## config.mk

```make
export PLATFORM = sky130hd
export DESIGN_NAME = dpct_top
export DESIGN_NICKNAME = d
export VERILOG_FILES = /design/src/core/dpct_pkg.sv /design/src/core/dpct_prescaler.sv /design/src/core/dpct_edge_detect.sv /design/src/core/dpct_top.sv
export SDC_FILE = /design/constraint.sdc
export NUM_CORES = 1
export LEC_CHECK = 0
export BUFFER_PORTS_ARGS = -buffer_cell sky130_fd_sc_hd__buf_2
export CORE_MARGIN = 1
export CORE_UTILIZATION = 41
export CTS_CLUSTER_SIZE = 16
export DETAILED_ROUTE_END_ITERATION = 16
export HOLD_SLACK_MARGIN = 0.15
export SLEW_MARGIN = 20
export SYNTH_ARGS = -nofsm -noshare
export SYNTH_HDL_FRONTEND = slang
export SYNTH_SLANG_ARGS = --single-unit
```

## constraint.sdc

```tcl
create_clock -name aclk -period 4 [get_ports aclk]
set_input_delay 0.4 -clock aclk [delete_from_list [all_inputs] [get_ports aclk]]
set_output_delay 0.4 -clock aclk [all_outputs]
set_load 0.02 [all_outputs]
```

## src/core/dpct_pkg.sv

```systemverilog
// Package: register map, field layouts, codes and reset values of the dual pulse counter/timer
package dpct_pkg;

  // ---------------------------------------------------------------
  // Bus geometry
  // ---------------------------------------------------------------
  localparam int unsigned DPCT_ADDR_W = 8;
  localparam int unsigned DPCT_IDX_W = 6;

  // ---------------------------------------------------------------
  // Register indices (byte address = 4 * index)
  // ---------------------------------------------------------------
  localparam logic [5:0] DPCT_IDX_BYTE_CTRL = 6'h00;
  localparam logic [5:0] DPCT_IDX_SHARED_CTRL = 6'h01;
  localparam logic [5:0] DPCT_IDX_WORD_CTRL = 6'h02;
  localparam logic [5:0] DPCT_IDX_BYTE_LOW = 6'h04;
  localparam logic [5:0] DPCT_IDX_BYTE_HIGH = 6'h05;
  localparam logic [5:0] DPCT_IDX_WORD_LOWER = 6'h06;
  localparam logic [5:0] DPCT_IDX_WORD_UPPER = 6'h07;
  localparam logic [5:0] DPCT_IDX_WCAP_LOWER = 6'h08;
  localparam logic [5:0] DPCT_IDX_WCAP_UPPER = 6'h09;
  localparam logic [5:0] DPCT_IDX_BCAP = 6'h0A;
  localparam logic [5:0] DPCT_IDX_PORT = 6'h0C;
  localparam logic [5:0] DPCT_IDX_CAP_STAT = 6'h0D;

  // ---------------------------------------------------------------
  // Field positions of the capture status register (write 1 clears)
  // ---------------------------------------------------------------
  localparam int unsigned DPCT_CAP_BYTE_BIT = 0;
  localparam int unsigned DPCT_CAP_WORD_BIT = 1;

  // ---------------------------------------------------------------
  // Reset values and recovery-reset keep masks
  // ---------------------------------------------------------------
  localparam logic [7:0] DPCT_CTRL_RESET = 8'h00;
  localparam logic [7:0] DPCT_COUNT_RESET = 8'h00;
  localparam logic [7:0] DPCT_KEEP_BYTE = 8'h3E;
  localparam logic [7:0] DPCT_KEEP_WORD = 8'h3C;
  localparam logic [7:0] DPCT_KEEP_SHARED = 8'h30;

  // ---------------------------------------------------------------
  // Codes
  // ---------------------------------------------------------------
  localparam logic [1:0] DPCT_DIV1 = 2'h0;
  localparam logic [1:0] DPCT_DIV2 = 2'h1;
  localparam logic [1:0] DPCT_DIV4 = 2'h2;
  localparam logic [1:0] DPCT_MODE_TRANSMIT = 2'h0;
  localparam logic [1:0] DPCT_MODE_PINGPONG = 2'h1;
  localparam logic [1:0] DPCT_MODE_DEMOD = 2'h2;
  localparam logic [1:0] DPCT_EDGE_FALL = 2'h0;
  localparam logic [1:0] DPCT_EDGE_RISE = 2'h1;
  localparam logic [1:0] DPCT_RESP_OKAY = 2'h0;
  localparam logic [1:0] DPCT_RESP_SLVERR = 2'h2;
  localparam logic [7:0] DPCT_BYTE_LAST = 8'h01;
  localparam logic [15:0] DPCT_WORD_LAST = 16'h0001;
  localparam logic [15:0] DPCT_WORD_WRAP = 16'hFFFF;

  // ---------------------------------------------------------------
  // Register layouts
  // ---------------------------------------------------------------
  typedef struct packed {
    logic       run;
    logic       single;
    logic       timeout;
    logic [1:0] clk_sel;
    logic       cap_ie;
    logic       to_ie;
    logic       route;
  } dpct_tctrl_t;

  typedef struct packed {
    logic [1:0] rsvd;
    logic [1:0] edge_sel;
    logic [1:0] mode;
    logic       byte_init;
    logic       word_init;
  } dpct_shared_t;

endpackage

```

## src/core/dpct_prescaler.sv

```systemverilog
// Module: system clock divider that issues count ticks at /1, /2, /4 or /8
module dpct_prescaler (
  // Clock and reset
  input wire logic aclk,
  input wire logic aresetn,
  // Control
  input wire logic run,
  input wire logic [1:0] div_sel,
  // Tick
  output logic tick
);
  import dpct_pkg::*;

  logic [2:0] cnt_q;
  logic [2:0] mask;

  // Phase counter; held at zero while stopped so the first period is whole
  always_ff @(posedge aclk) begin
    if (!aresetn || !run) begin
      cnt_q <= 3'h0;
    end else begin
      cnt_q <= cnt_q + 3'h1;
    end
  end

  // Divider select
  always_comb begin
    case (div_sel)
      DPCT_DIV1: mask = 3'h0;
      DPCT_DIV2: mask = 3'h1;
      DPCT_DIV4: mask = 3'h3;
      default: mask = 3'h7;
    endcase
  end

  assign tick = run && ((cnt_q & mask) == mask);

endmodule

```

## src/core/dpct_edge_detect.sv

```systemverilog
// Module: pin synchroniser and selectable edge detector for the demodulation input
module dpct_edge_detect (
  // Clock and reset
  input wire logic aclk,
  input wire logic aresetn,
  // Pin and selection
  input wire logic pin,
  input wire logic [1:0] edge_sel,
  // Detected edge
  output logic edge_seen
);
  import dpct_pkg::*;

  logic sync1_q;
  logic sync2_q;
  logic prev_q;
  logic rise;
  logic fall;

  // Two-stage synchroniser, then one more stage for edge compare
  always_ff @(posedge aclk) begin
    if (!aresetn) begin
      sync1_q <= 1'b0;
      sync2_q <= 1'b0;
      prev_q <= 1'b0;
    end else begin
      sync1_q <= pin;
      sync2_q <= sync1_q;
      prev_q <= sync2_q;
    end
  end

  // Edge polarity select
  assign rise = sync2_q && !prev_q;
  assign fall = !sync2_q && prev_q;
  always_comb begin
    case (edge_sel)
      DPCT_EDGE_FALL: edge_seen = fall;
      DPCT_EDGE_RISE: edge_seen = rise;
      default: edge_seen = rise || fall;
    endcase
  end

endmodule

```

## src/core/dpct_top.sv

```systemverilog
// Module: dual pulse counter/timer with AXI4-Lite register access
//
// The AXI4-Lite register port is this design's own decision.
module dpct_top #(
  parameter int unsigned ADDR_W = dpct_pkg::DPCT_ADDR_W
) (
  // Clock and reset
  input wire logic aclk,
  input wire logic aresetn,
  // Stop-mode recovery reset, same clock, active high
  input wire logic recovery_reset,
  // AXI4-Lite write address and data
  input wire logic [ADDR_W-1:0] s_axi_awaddr,
  input wire logic s_axi_awvalid,
  output logic s_axi_awready,
  input wire logic [31:0] s_axi_wdata,
  input wire logic [3:0] s_axi_wstrb,
  input wire logic s_axi_wvalid,
  output logic s_axi_wready,
  // AXI4-Lite write response
  output logic [1:0] s_axi_bresp,
  output logic s_axi_bvalid,
  input wire logic s_axi_bready,
  // AXI4-Lite read
  input wire logic [ADDR_W-1:0] s_axi_araddr,
  input wire logic s_axi_arvalid,
  output logic s_axi_arready,
  output logic [31:0] s_axi_rdata,
  output logic [1:0] s_axi_rresp,
  output logic s_axi_rvalid,
  input wire logic s_axi_rready,
  // Pins
  input wire logic demod_in,
  output logic byte_output_pin,
  output logic word_output_pin,
  // Interrupt requests
  output logic byte_timeout_irq,
  output logic byte_capture_irq,
  output logic word_timeout_irq,
  output logic word_capture_irq
);
  import dpct_pkg::*;

  // ---------------------------------------------------------------
  // Declarations
  // ---------------------------------------------------------------
  dpct_tctrl_t bctrl_q;
  dpct_tctrl_t wctrl_q;
  dpct_shared_t shared_q;
  logic [7:0] byte_low_time_count_q;
  logic [7:0] byte_high_time_count_q;
  logic [7:0] word_count_lower_q;
  logic [7:0] word_count_upper_q;
  logic [7:0] bcnt_q;
  logic [15:0] wcnt_q;
  logic [15:0] wcap_q;
  logic [7:0] bcap_q;
  logic [1:0] cap_flag_q;
  logic [1:0] port_q;
  logic byte_timer_output_q;
  logic word_timer_output_q;
  logic armed_q;
  logic aw_have_q;
  logic w_have_q;
  logic [DPCT_IDX_W-1:0] aw_idx_q;
  logic [7:0] wdata_q;
  logic wstrb0_q;
  logic [1:0] bresp_q;
  logic bvalid_q;
  logic [31:0] rdata_q;
  logic [1:0] rresp_q;
  logic rvalid_q;
  logic wr_en;
  logic [DPCT_IDX_W-1:0] ar_idx;
  logic [7:0] rd_byte;
  logic rd_hit;
  logic wr_hit;
  logic wr_bctrl;
  logic wr_wctrl;
  logic wr_shared;
  logic b_tick;
  logic w_tick;
  logic edge_seen;
  logic pingpong;
  logic demod;
  logic b_start;
  logic b_term;
  logic w_start;
  logic w_term;
  logic w_wrap;
  logic w_edge_take;
  logic w_to_capture;
  logic pp_to_word;
  logic pp_to_byte;

  // ---------------------------------------------------------------
  // Sub-blocks
  // ---------------------------------------------------------------
  dpct_prescaler u_byte_div (
    .aclk(aclk),
    .aresetn(aresetn),
    .run(bctrl_q.run),
    .div_sel(bctrl_q.clk_sel),
    .tick(b_tick)
  );

  dpct_prescaler u_word_div (
    .aclk(aclk),
    .aresetn(aresetn),
    .run(wctrl_q.run),
    .div_sel(wctrl_q.clk_sel),
    .tick(w_tick)
  );

  dpct_edge_detect u_edge (
    .aclk(aclk),
    .aresetn(aresetn),
    .pin(demod_in),
    .edge_sel(shared_q.edge_sel),
    .edge_seen(edge_seen)
  );

  // ---------------------------------------------------------------
  // AXI4-Lite slave
  // ---------------------------------------------------------------
  // Address and data are taken independently; one write in flight at a time
  assign s_axi_awready = !aw_have_q && !bvalid_q;
  assign s_axi_wready = !w_have_q && !bvalid_q;
  assign wr_en = aw_have_q && w_have_q && !bvalid_q && wstrb0_q;

  always_ff @(posedge aclk) begin
    if (!aresetn) begin
      aw_have_q <= 1'b0;
      w_have_q <= 1'b0;
      aw_idx_q <= '0;
      wdata_q <= 8'h00;
      wstrb0_q <= 1'b0;
      bvalid_q <= 1'b0;
      bresp_q <= DPCT_RESP_OKAY;
    end else begin
      if (s_axi_awvalid && s_axi_awready) begin
        aw_have_q <= 1'b1;
        aw_idx_q <= s_axi_awaddr[ADDR_W-1:2];
      end
      if (s_axi_wvalid && s_axi_wready) begin
        w_have_q <= 1'b1;
        wdata_q <= s_axi_wdata[7:0];
        wstrb0_q <= s_axi_wstrb[0];
      end
      if (aw_have_q && w_have_q && !bvalid_q) begin
        aw_have_q <= 1'b0;
        w_have_q <= 1'b0;
        bvalid_q <= 1'b1;
        bresp_q <= wr_hit ? DPCT_RESP_OKAY : DPCT_RESP_SLVERR;
      end else if (bvalid_q && s_axi_bready) begin
        bvalid_q <= 1'b0;
      end
    end
  end

  assign s_axi_bvalid = bvalid_q;
  assign s_axi_bresp = bresp_q;

  // Write decode
  always_comb begin
    case (aw_idx_q)
      DPCT_IDX_BYTE_CTRL, DPCT_IDX_SHARED_CTRL, DPCT_IDX_WORD_CTRL, DPCT_IDX_BYTE_LOW,
      DPCT_IDX_BYTE_HIGH, DPCT_IDX_WORD_LOWER, DPCT_IDX_WORD_UPPER, DPCT_IDX_PORT,
      DPCT_IDX_CAP_STAT: wr_hit = 1'b1;
      default: wr_hit = 1'b0;
    endcase
  end
  assign wr_bctrl = wr_en && (aw_idx_q == DPCT_IDX_BYTE_CTRL);
  assign wr_wctrl = wr_en && (aw_idx_q == DPCT_IDX_WORD_CTRL);
  assign wr_shared = wr_en && (aw_idx_q == DPCT_IDX_SHARED_CTRL);

  // Read mux; status fields show live timer state
  assign ar_idx = s_axi_araddr[ADDR_W-1:2];
  always_comb begin
    rd_hit = 1'b1;
    case (ar_idx)
      DPCT_IDX_BYTE_CTRL: rd_byte = bctrl_q;
      DPCT_IDX_SHARED_CTRL: rd_byte = shared_q;
      DPCT_IDX_WORD_CTRL: rd_byte = wctrl_q;
      DPCT_IDX_BYTE_LOW: rd_byte = byte_low_time_count_q;
      DPCT_IDX_BYTE_HIGH: rd_byte = byte_high_time_count_q;
      DPCT_IDX_WORD_LOWER: rd_byte = word_count_lower_q;
      DPCT_IDX_WORD_UPPER: rd_byte = word_count_upper_q;
      DPCT_IDX_WCAP_LOWER: rd_byte = wcap_q[7:0];
      DPCT_IDX_WCAP_UPPER: rd_byte = wcap_q[15:8];
      DPCT_IDX_BCAP: rd_byte = bcap_q;
      DPCT_IDX_PORT: rd_byte = {6'h00, port_q};
      DPCT_IDX_CAP_STAT: rd_byte = {6'h00, cap_flag_q};
      default: begin
        rd_byte = 8'h00;
        rd_hit = 1'b0;
      end
    endcase
  end

  assign s_axi_arready = !rvalid_q;
  always_ff @(posedge aclk) begin
    if (!aresetn) begin
      rvalid_q <= 1'b0;
      rdata_q <= 32'h0000_0000;
      rresp_q <= DPCT_RESP_OKAY;
    end else if (s_axi_arvalid && s_axi_arready) begin
      rvalid_q <= 1'b1;
      rdata_q <= {24'h00_0000, rd_byte};
      rresp_q <= rd_hit ? DPCT_RESP_OKAY : DPCT_RESP_SLVERR;
    end else if (rvalid_q && s_axi_rready) begin
      rvalid_q <= 1'b0;
    end
  end
  assign s_axi_rvalid = rvalid_q;
  assign s_axi_rdata = rdata_q;
  assign s_axi_rresp = rresp_q;

  // ---------------------------------------------------------------
  // Timer events
  // ---------------------------------------------------------------
  assign pingpong = (shared_q.mode == DPCT_MODE_PINGPONG);
  assign demod = (shared_q.mode == DPCT_MODE_DEMOD);
  // A loaded 0 is not terminal: it runs 0, FF, ... down to 1 first
  assign b_term = bctrl_q.run && b_tick && (bcnt_q == DPCT_BYTE_LAST);
  assign w_term = !demod && wctrl_q.run && w_tick && (wcnt_q == DPCT_WORD_LAST);
  assign w_wrap = demod && wctrl_q.run && w_tick && (wcnt_q == 16'h0000);
  assign pp_to_word = pingpong && b_term;
  assign pp_to_byte = pingpong && w_term;
  assign b_start = (wr_bctrl && wdata_q[7] && !bctrl_q.run) || pp_to_byte;
  assign w_start = (wr_wctrl && wdata_q[7] && !wctrl_q.run) || pp_to_word;
  // Edges count only while armed or while bit 6 is clear
  assign w_edge_take = demod && wctrl_q.run && edge_seen && (!wctrl_q.single || armed_q);
  assign w_to_capture = demod && wctrl_q.run && wctrl_q.single && b_term;

  // ---------------------------------------------------------------
  // Byte timer control register
  // ---------------------------------------------------------------
  // Hardware set of timeout wins over a simultaneous software clear
  always_ff @(posedge aclk) begin
    if (!aresetn) begin
      bctrl_q <= DPCT_CTRL_RESET;
    end else if (recovery_reset) begin
      bctrl_q <= bctrl_q & DPCT_KEEP_BYTE;
    end else begin
      if (wr_bctrl) begin
        bctrl_q.run <= wdata_q[7];
        bctrl_q.single <= wdata_q[6];
        bctrl_q.clk_sel <= wdata_q[4:3];
        bctrl_q.cap_ie <= wdata_q[2];
        bctrl_q.to_ie <= wdata_q[1];
        bctrl_q.route <= wdata_q[0];
        bctrl_q.timeout <= (bctrl_q.timeout && !wdata_q[5]) || b_term;
      end else if (b_term) begin
        bctrl_q.timeout <= 1'b1;
      end
      if (pp_to_byte) begin
        bctrl_q.run <= 1'b1;
      end else if (b_term && (bctrl_q.single || pingpong)) begin
        bctrl_q.run <= 1'b0;
      end
    end
  end

  // ---------------------------------------------------------------
  // Word timer control register
  // ---------------------------------------------------------------
  always_ff @(posedge aclk) begin
    if (!aresetn) begin
      wctrl_q <= DPCT_CTRL_RESET;
    end else if (recovery_reset) begin
      wctrl_q <= wctrl_q & DPCT_KEEP_WORD;
    end else begin
      if (wr_wctrl) begin
        wctrl_q.run <= wdata_q[7];
        wctrl_q.single <= wdata_q[6];
        wctrl_q.clk_sel <= wdata_q[4:3];
        wctrl_q.cap_ie <= wdata_q[2];
        wctrl_q.to_ie <= wdata_q[1];
        wctrl_q.route <= wdata_q[0];
        wctrl_q.timeout <= (wctrl_q.timeout && !wdata_q[5]) || w_term || w_wrap;
      end else if (w_term || w_wrap) begin
        wctrl_q.timeout <= 1'b1;
      end
      if (pp_to_word) begin
        wctrl_q.run <= 1'b1;
      end else if (w_term && (wctrl_q.single || pingpong)) begin
        wctrl_q.run <= 1'b0;
      end
    end
  end

  // Arm after bit 6 goes 0 to 1; one accepted edge disarms
  always_ff @(posedge aclk) begin
    if (!aresetn || recovery_reset) begin
      armed_q <= 1'b0;
    end else if (wr_wctrl && wdata_q[6] && !wctrl_q.single) begin
      armed_q <= 1'b1;
    end else if (w_edge_take || (wr_wctrl && !wdata_q[6])) begin
      armed_q <= 1'b0;
    end
  end

  // ---------------------------------------------------------------
  // Shared control, count and port data registers
  // ---------------------------------------------------------------
  // Count registers feed the counters only at a load
  always_ff @(posedge aclk) begin
    if (!aresetn) begin
      shared_q <= DPCT_CTRL_RESET;
      byte_low_time_count_q <= DPCT_COUNT_RESET;
      byte_high_time_count_q <= DPCT_COUNT_RESET;
      word_count_lower_q <= DPCT_COUNT_RESET;
      word_count_upper_q <= DPCT_COUNT_RESET;
      port_q <= 2'h0;
    end else if (recovery_reset) begin
      shared_q <= shared_q & DPCT_KEEP_SHARED;
    end else if (wr_en) begin
      if (wr_shared) begin
        shared_q <= wdata_q;
      end
      if (aw_idx_q == DPCT_IDX_BYTE_LOW) begin
        byte_low_time_count_q <= wdata_q;
      end
      if (aw_idx_q == DPCT_IDX_BYTE_HIGH) begin
        byte_high_time_count_q <= wdata_q;
      end
      if (aw_idx_q == DPCT_IDX_WORD_LOWER) begin
        word_count_lower_q <= wdata_q;
      end
      if (aw_idx_q == DPCT_IDX_WORD_UPPER) begin
        word_count_upper_q <= wdata_q;
      end
      if (aw_idx_q == DPCT_IDX_PORT) begin
        port_q <= wdata_q[1:0];
      end
    end
  end

  // ---------------------------------------------------------------
  // Byte timer counter and output
  // ---------------------------------------------------------------
  always_ff @(posedge aclk) begin
    if (!aresetn) begin
      bcnt_q <= DPCT_COUNT_RESET;
      byte_timer_output_q <= 1'b0;
    end else if (b_start) begin
      byte_timer_output_q <= shared_q.byte_init;
      bcnt_q <= shared_q.byte_init ? byte_high_time_count_q : byte_low_time_count_q;
    end else if (b_term) begin
      byte_timer_output_q <= !byte_timer_output_q;
      if (bctrl_q.single || pingpong) begin
        bcnt_q <= 8'h00;
      end else begin
        // Reload by the level just toggled to
        bcnt_q <= byte_timer_output_q ? byte_low_time_count_q : byte_high_time_count_q;
      end
    end else if (bctrl_q.run && b_tick) begin
      bcnt_q <= bcnt_q - 8'h01;
    end
  end

  // ---------------------------------------------------------------
  // Word timer counter and output
  // ---------------------------------------------------------------
  always_ff @(posedge aclk) begin
    if (!aresetn) begin
      wcnt_q <= 16'h0000;
      word_timer_output_q <= 1'b0;
    end else if (w_start) begin
      word_timer_output_q <= shared_q.word_init;
      wcnt_q <= {word_count_upper_q, word_count_lower_q};
    end else if (w_edge_take) begin
      wcnt_q <= {word_count_upper_q, word_count_lower_q};
    end else if (w_term) begin
      word_timer_output_q <= !word_timer_output_q;
      if (wctrl_q.single || pingpong) begin
        wcnt_q <= 16'h0000;
      end else begin
        wcnt_q <= {word_count_upper_q, word_count_lower_q};
      end
    end else if (w_wrap) begin
      wcnt_q <= DPCT_WORD_WRAP;
    end else if (wctrl_q.run && w_tick) begin
      wcnt_q <= wcnt_q - 16'h0001;
    end
  end

  // ---------------------------------------------------------------
  // Capture registers and flags
  // ---------------------------------------------------------------
  // Capture flag set wins over a write-1 clear in the same cycle
  always_ff @(posedge aclk) begin
    if (!aresetn) begin
      wcap_q <= 16'h0000;
      bcap_q <= 8'h00;
      cap_flag_q <= 2'h0;
    end else begin
      if (w_edge_take || w_to_capture) begin
        wcap_q <= wcnt_q;
      end
      if (w_edge_take) begin
        bcap_q <= bcnt_q;
      end
      cap_flag_q[DPCT_CAP_BYTE_BIT] <= (cap_flag_q[DPCT_CAP_BYTE_BIT] &&
        !(wr_en && aw_idx_q == DPCT_IDX_CAP_STAT && wdata_q[DPCT_CAP_BYTE_BIT])) ||
        w_edge_take;
      cap_flag_q[DPCT_CAP_WORD_BIT] <= (cap_flag_q[DPCT_CAP_WORD_BIT] &&
        !(wr_en && aw_idx_q == DPCT_IDX_CAP_STAT && wdata_q[DPCT_CAP_WORD_BIT])) ||
        w_edge_take || w_to_capture;
    end
  end

  // ---------------------------------------------------------------
  // Pins and interrupt requests
  // ---------------------------------------------------------------
  // Registered so the pins never glitch on a mux change
  always_ff @(posedge aclk) begin
    if (!aresetn) begin
      byte_output_pin <= 1'b0;
      word_output_pin <= 1'b0;
      byte_timeout_irq <= 1'b0;
      byte_capture_irq <= 1'b0;
      word_timeout_irq <= 1'b0;
      word_capture_irq <= 1'b0;
    end else begin
      byte_output_pin <= bctrl_q.route ? byte_timer_output_q : port_q[0];
      word_output_pin <= wctrl_q.route ? word_timer_output_q : port_q[1];
      byte_timeout_irq <= bctrl_q.timeout && bctrl_q.to_ie;
      byte_capture_irq <= cap_flag_q[DPCT_CAP_BYTE_BIT] && bctrl_q.cap_ie;
      word_timeout_irq <= wctrl_q.timeout && wctrl_q.to_ie;
      word_capture_irq <= cap_flag_q[DPCT_CAP_WORD_BIT] && wctrl_q.cap_ie;
    end
  end

endmodule

```

== Word level (Yosys, flattened, before mapping) ==
Memory sizes are Yosys's and may differ from the RTL's. A register that Yosys moved wholly into a read port is not among the register bits.
Cells that the tools add are included.

* Bits in registers: 157
* Latch bits: 0
* RAM bits: 0
* Bits in read-only memories: 16
* Input port bits: 61
* Output and inout port bits: 47
* Word-level logic and storage cells: 258
* Memories kept: 1

* $add $sub $neg: 4
* $mul: 0
* Divide/modulo/power cells: 0
* Magnitude comparators: 0
* Eq/ne operators: 31
* Shifts and indexed selects: 0
* Mux-type cells: 45
* Bitwise gates (word level): 4
* Reduce and logical (&&, ||, !) cells: 120

{| class="wikitable"
|+ Memory list
! name !! depth !! bits a word !! rd ports !! clocked after memory_dff !! wr ports !! line !! RTL
|-
| (name not given) || 16 || 1 || 1 || 1 || 0 || dpct_top.sv:166 || <nowiki>case (aw_idx_q)</nowiki>
|}

{| class="wikitable"
|+ Operators by type and width
! operator !! count
|-
| 2-to-1 mux 16 bit || 6
|-
| one-hot mux 8 bit (12 select lines) || 1
|-
| logical AND 1 bit || 52
|-
| == test 6 x 3 -> 1 bit (second input constant) || 8
|-
| 2-to-1 mux 8 bit || 6
|-
| == test 6 x 4 -> 1 bit (second input constant) || 7
|-
| 2-to-1 mux 1 bit || 23
|-
| logical OR 1 bit || 18
|-
| one-hot mux 3 bit (3 select lines) || 2
|-
| AND reduction 3 bit || 6
|-
| logical NOT 1 bit || 17
|-
| == test 16 x 1 -> 1 bit (second input constant) || 1
|-
| logical NOT 16 bit || 1
|-
| subtractor 16 x 1 -> 16 bit (second input constant) || 1
|-
| nonzero test 2 bit || 7
|-
| == test 6 x 1 -> 1 bit (second input constant) || 2
|-
| == test 6 x 2 -> 1 bit (second input constant) || 2
|-
| logical NOT 6 bit || 2
|-
| AND reduction 2 bit || 6
|-
| OR reduction 12 bit || 1
|-
| nonzero test 3 bit || 3
|-
| == test 2 x 1 -> 1 bit (second input constant) || 4
|-
| == test 8 x 1 -> 1 bit (second input constant) || 1
|-
| logical NOT 2 bit || 4
|-
| other kinds (12) || 23
|}

== Longest topological paths before layout ==
* Word-level depth: 11
* Depth in mapped cells: 10
* Mapped depth without buffers: 8

== By module ==
Synthesis repeated with hierarchy kept, for this count alone.

* Cell total of the unflattened synthesis: 902
* Area, all modules: 7,632.3 um2

{| class="wikitable"
|+ Modules (own cells, without submodules)
! module !! instances !! cells each !! area an instance (um2) !! sequential area each (um2)
|-
| dpct_top || 1 || 862 || 7,258.2 || 2,942.8
|-
| dpct_prescaler || 2 || 14 || 121.4 || 60.1
|-
| dpct_edge_detect || 1 || 12 || 131.4 || 60.1
|}

== Worst setup path after synthesis ==
No wires, ideal clock.

* Path type: reg-to-reg
* Start point: register wcnt_q[4]
* End point: register bcnt_q[4]
* Arrival: 2.122 ns
* Data required time: 3.885 ns
* Path slack: 1.764 ns
* Cell stages (with the launch flop): 10
* Clock period less this slack: 2.236 ns
* Path through: dfxtp_1 buf_6 nor4_4 nand4_2 or4_1 buf_6 o32ai_4 buf_8 a21oi_1 o21a_1

* Word-level cells in the longest chain between the ends: 5

{| class="wikitable"
|+ RTL lines
! what !! line !! RTL
|-
| from (decl) || dpct_top.sv:55 || <nowiki>logic [15:0] wcnt_q;</nowiki>
|-
| from (signal assigned) || dpct_top.sv:372 || <nowiki>wcnt_q <= {word_count_upper_q, word_count_lower_q};</nowiki>
|-
| from (signal assigned) || dpct_top.sv:374 || <nowiki>wcnt_q <= {word_count_upper_q, word_count_lower_q};</nowiki>
|-
| from (signal assigned) || dpct_top.sv:380 || <nowiki>wcnt_q <= {word_count_upper_q, word_count_lower_q};</nowiki>
|-
| == test 16 x 1 -> 1 bit (*) || dpct_top.sv:226 || <nowiki>assign w_term = !demod && wctrl_q.run && w_tick && (wcnt_q == DPCT_WORD_LAST);</nowiki>
|-
| logical AND 1 bit (*) || dpct_top.sv:226 ||
|-
| logical AND 1 bit (*) || dpct_top.sv:229 || <nowiki>assign pp_to_byte = pingpong && w_term;</nowiki>
|-
| logical OR 1 bit (*) || dpct_top.sv:230 || <nowiki>assign b_start = (wr_bctrl && wdata_q[7] && !bctrl_q.run) || pp_to_byte;</nowiki>
|-
| nonzero test 3 bit (no line) or 2-to-1 mux 8 bit (tied branches) || n/a ||
|-
| to (signal assigned) || dpct_top.sv:349 || <nowiki>bcnt_q <= shared_q.byte_init ? byte_high_time_count_q : byte_low_time_count_q;</nowiki>
|-
| to (signal assigned) || dpct_top.sv:356 || <nowiki>bcnt_q <= byte_timer_output_q ? byte_low_time_count_q : byte_high_time_count_q;</nowiki>
|-
| to (signal assigned) || dpct_top.sv:359 || <nowiki>bcnt_q <= bcnt_q - 8'h01;</nowiki>
|-
| to (decl) || dpct_top.sv:54 || <nowiki>logic [7:0] bcnt_q;</nowiki>
|}

Every way passes the cells marked *; elsewhere a longest branch is shown, timed or not.
A chain may end at the register's enable or synchronous reset.

== Worst setup path in the final report ==
* Start point: register wcnt_q[1]
* End point: register wcnt_q[15]

* Word-level cells in the longest chain between the ends: 6

{| class="wikitable"
|+ RTL lines
! what !! line !! RTL
|-
| subtractor 16 x 1 -> 16 bit or logical NOT 16 bit (tied branches) || dpct_top.sv:385, dpct_top.sv:227 ||
|-
| 2-to-1 mux 16 bit or logical AND 1 bit (tied branches) || dpct_top.sv:384, dpct_top.sv:227 ||
|-
| 2-to-1 mux 16 bit || dpct_top.sv:382 || <nowiki>end else if (w_wrap) begin</nowiki>
|-
| 2-to-1 mux 16 bit || dpct_top.sv:375 || <nowiki>end else if (w_term) begin</nowiki>
|-
| 2-to-1 mux 16 bit || dpct_top.sv:373 || <nowiki>end else if (w_edge_take) begin</nowiki>
|-
| 2-to-1 mux 16 bit || dpct_top.sv:370 || <nowiki>end else if (w_start) begin</nowiki>
|}

Parallel ways exist; a longest one is shown, timed or not. The select of a mux whose other input is x is not followed.

==> impl_results.md <==
* Share of cells above drive strength 1 at 12.9%
* Power per cell area at around 400 nW/um^2
* Hold WC Path Type: in2reg
* Drt first pass iters at 11
* Post-CTS Setup Repair Bufs at 0
* Setup Total Neg Slack at 0 ps
* GPL Wtd Cong at about 0.9
* Die Wd at roughly 140 um
* Critical path class: reg2reg
* Mapped cell area at slightly below 8000 sq um
* Average size of a mapped cell at 8.36 sq um
* Crit path cell chain: inv_1 -> ha_1 -> nor3b_2 -> a32o_1 -> or4b_1 -> a211o_1 -> a31oi_1
* CP max FO at 15
* CP arrival at 3000 ps
* Tcrit/Tclk final at about two thirds
* EDFF count, synth at 0
* Total Wirelength at 22,500 um
* Row count at slightly below 50
* Layout Skew at 8.21 ps
* Register area at ~3100 sq um
* Status: complete, but fails checks
* Die area at 19,400 sq um
* CTS clock-pin slew for the worst setup and hold paths at ~50 ps
* Antenna viol nets, final at 0
* Longest Clk Path Bufs at 2
* Ys async rst share at 0%
* Total CTS buffers at 17
* Commonest non-fill, non-tap cell in the layout: dfxtp_1
* Worst Path Buf+Inv at 1
* Setup crit start kind: register
* First-pass GRT wire length at 36,100 um
* P_leak at between 3 and 4 nW
* Max cap viols at 0
* Filler cell count in the final layout at roughly 1,800
* Gr ovfl total at 0
* Core Util, Final at between 40% and 50%
* Synth top area cells: dfxtp_1, mux2i_1, nor2_1
* Final Hold Vio Count at 0
* Ports at between 100 and 150
* Core area at approximately 18,000 sq um
* Initial antenna violation count at 0
* Flops & latches, synth at approximately 160
* Ys flop type: dfxtp_1
* Ant diodes at 0
* Post-cts resize count at 0
* Crit end category: register
* Largest area contributor in the netlist: dfxtp_1
* Commonest non-fill, non-tap cells in the layout: dfxtp_1, nor2_1, nand2_1, mux2i_1, a21oi_1
* Vias in the first global route at ~6,500
* Area Growth Syn to Fin at 12.1%
* RSZ-0062 raised after global routing: no
* Clock root cell: clkbuf_16
* CP top delay family: simple AND/OR/NAND/NOR gates
* Failing checks: DRC
* Vert. Die Dim at ~140 um
* DR DRC count at 8
* Highest Clock Rate at between 300 and 400 MHz
* # nets final at roughly 1,000
* Initial Util at between 40% and 50%
* Hold-fix buffers, CTS at 1
* Post-DP HPWL at between 15,000 and 20,000 um
* IO buf count at 50
* VDD IR max at 0.301 mV
* Final Max Slew Viols at 0
* CTS tree: built
* CP max stage delay at slightly below 800 ps
* Slew @ Worst Pin at 904 ps
* Number of library cell types mapped by synthesis at 79
* Final min period at roughly 2700 ps
* H-tree depth at 4
* GRT Overall Usage at a little under a quarter
* Largest net degree at the start of global routing at between 90 and 100
* 1st-iter DRT viols at between 500 and 600
* Mapped Cells at between 900 and 1,000
* Post-placement cell area at about 8000 sq um
* Clk Latency, worst-skew pair at ~420 ps
* Endpoints failing setup at 0
* Share of the synthesized area in the top cell type at between 40% and 50%
* Multi-input logic area at ~4200 sq um
* Design Area, Final at roughly 8700 sq um
* Register area share after synthesis at slightly above 40%
* Wire per inst at approximately 19 um
* Synth warn at 0
* Sink Count at 156
* Vias after detailed routing at a little under 7,000
* Slew HR at 39.5%
* Via density at approximately 5.8
* Crit-path slowest cell: or4b_1
* Data required, critical path at 4340 ps
[per-layer routing]
metal | GRT usage (%) | vias up | wire, um | share of wire [%]
met5 | 0 | - | 0 | 0
met3 | 4.51 | 49 | 1440 | 6.4
li1 | - | 3300 | - | -
met1 | 32.9 | 3271 | 10400 | 46
met2 | 36.7 | 270 | 9940 | 44
met4 | 10.1 | 0 | 646 | 2.9
[metrics by stage]
step	setup WS [ps]	std cells	total power, W	hold slack (ps)
after global routing	1140	1191	0.00356	192
final	1340	1191	0.00344	204
after global placement	1160	1158	0.00181	415
after floorplan	1760	949	0.00177	401
after detailed placement	1160	1158	0.00181	417
after CTS	1160	1191	0.00347	188
[sequential cells by signal, indices dropped and copies added (netlist names), 6 cells and up, named ones only]
register / flops
byte_low_time_count_q: 8
s_axi_rdata: 8
bcnt_q: 8
bcap_q: 8
wcnt_q: 16
shared_q: 8
byte_high_time_count_q: 8
wcap_q: 16
word_count_lower_q: 8
word_count_upper_q: 8
wctrl_q: 8
bctrl_q: 8
wdata_q: 8
aw_idx_q: 6
[synthesized netlist by cell type, types with 6 or more instances]
master    number
a211oi_1       8
nand2_1       99
ha_1           8
nor3_1        19
inv_1         18
a22oi_1       20
xnor2_1        7
buf_2          6
o21ai_0       35
clkbuf_1      43
a21oi_1       65
buf_4         26
o21a_1         6
nor2b_1        7
mux2i_1       65
dfxtp_1      156
xor2_1         6
nand3_1       27
nor4_1         6
nand2b_1      16
a221oi_1      16
and3_1        13
a31oi_1       13
nor2_1       126
[report_power, final]
group          internal, W  switching [W]  leakage, nW  total [W]
combinational    0.0000518       0.000123         1.82   0.000175
clock              0.00104       0.000616        0.301    0.00166
sequential         0.00157      0.0000303         1.26    0.00160
total              0.00267       0.000770         3.39    0.00344
[worst register-to-register path, stage by stage, from the launching register on]
cell and delay (ps):
dfxtp_1 370, inv_1 110, ha_1 180, nor3b_2 450, a32o_1 220, or4b_1 770, a211o_1 360, a31oi_1 130
[cell families after synthesis]
family | share of synthesized area (%)
multiplexers | 9.16
AND/OR/NAND/NOR | 22.0
AO/OA/AOI/OAI | 19.0
adder cells (fa/ha/maj) | 1.30
flip-flops | 40.4
XOR/XNOR | 1.47
buffers and inverters | 6.61
other | 0.0486
[layout make-up]
type                    count  share of cell area (%)
clock buffers              25                    5.73
repair buffers             63                    4.19
multi-input cells         692                    48.6
flip-flops and latches    156                    36.1
well taps                 229                    3.31
inverters                  19                   0.839
clock inverters             7                    1.27
[worst paths after layout]
| path | start | end | slack (ps) | depth (start not counted) |
|---|---|---|---|---|
| setup / recovery | wcnt_q[1] | wcnt_q[15] | 1340 | 7 |
| hold / removal | demod_in | u_edge.sync1_q | 200 | 2 |
| setup reg to reg | wcnt_q[1] | wcnt_q[15] | 1340 | 7 |
| hold reg to reg | register | s_axi_bresp[1] | 420 | 1 |
(Power assumes the default switching activity.)
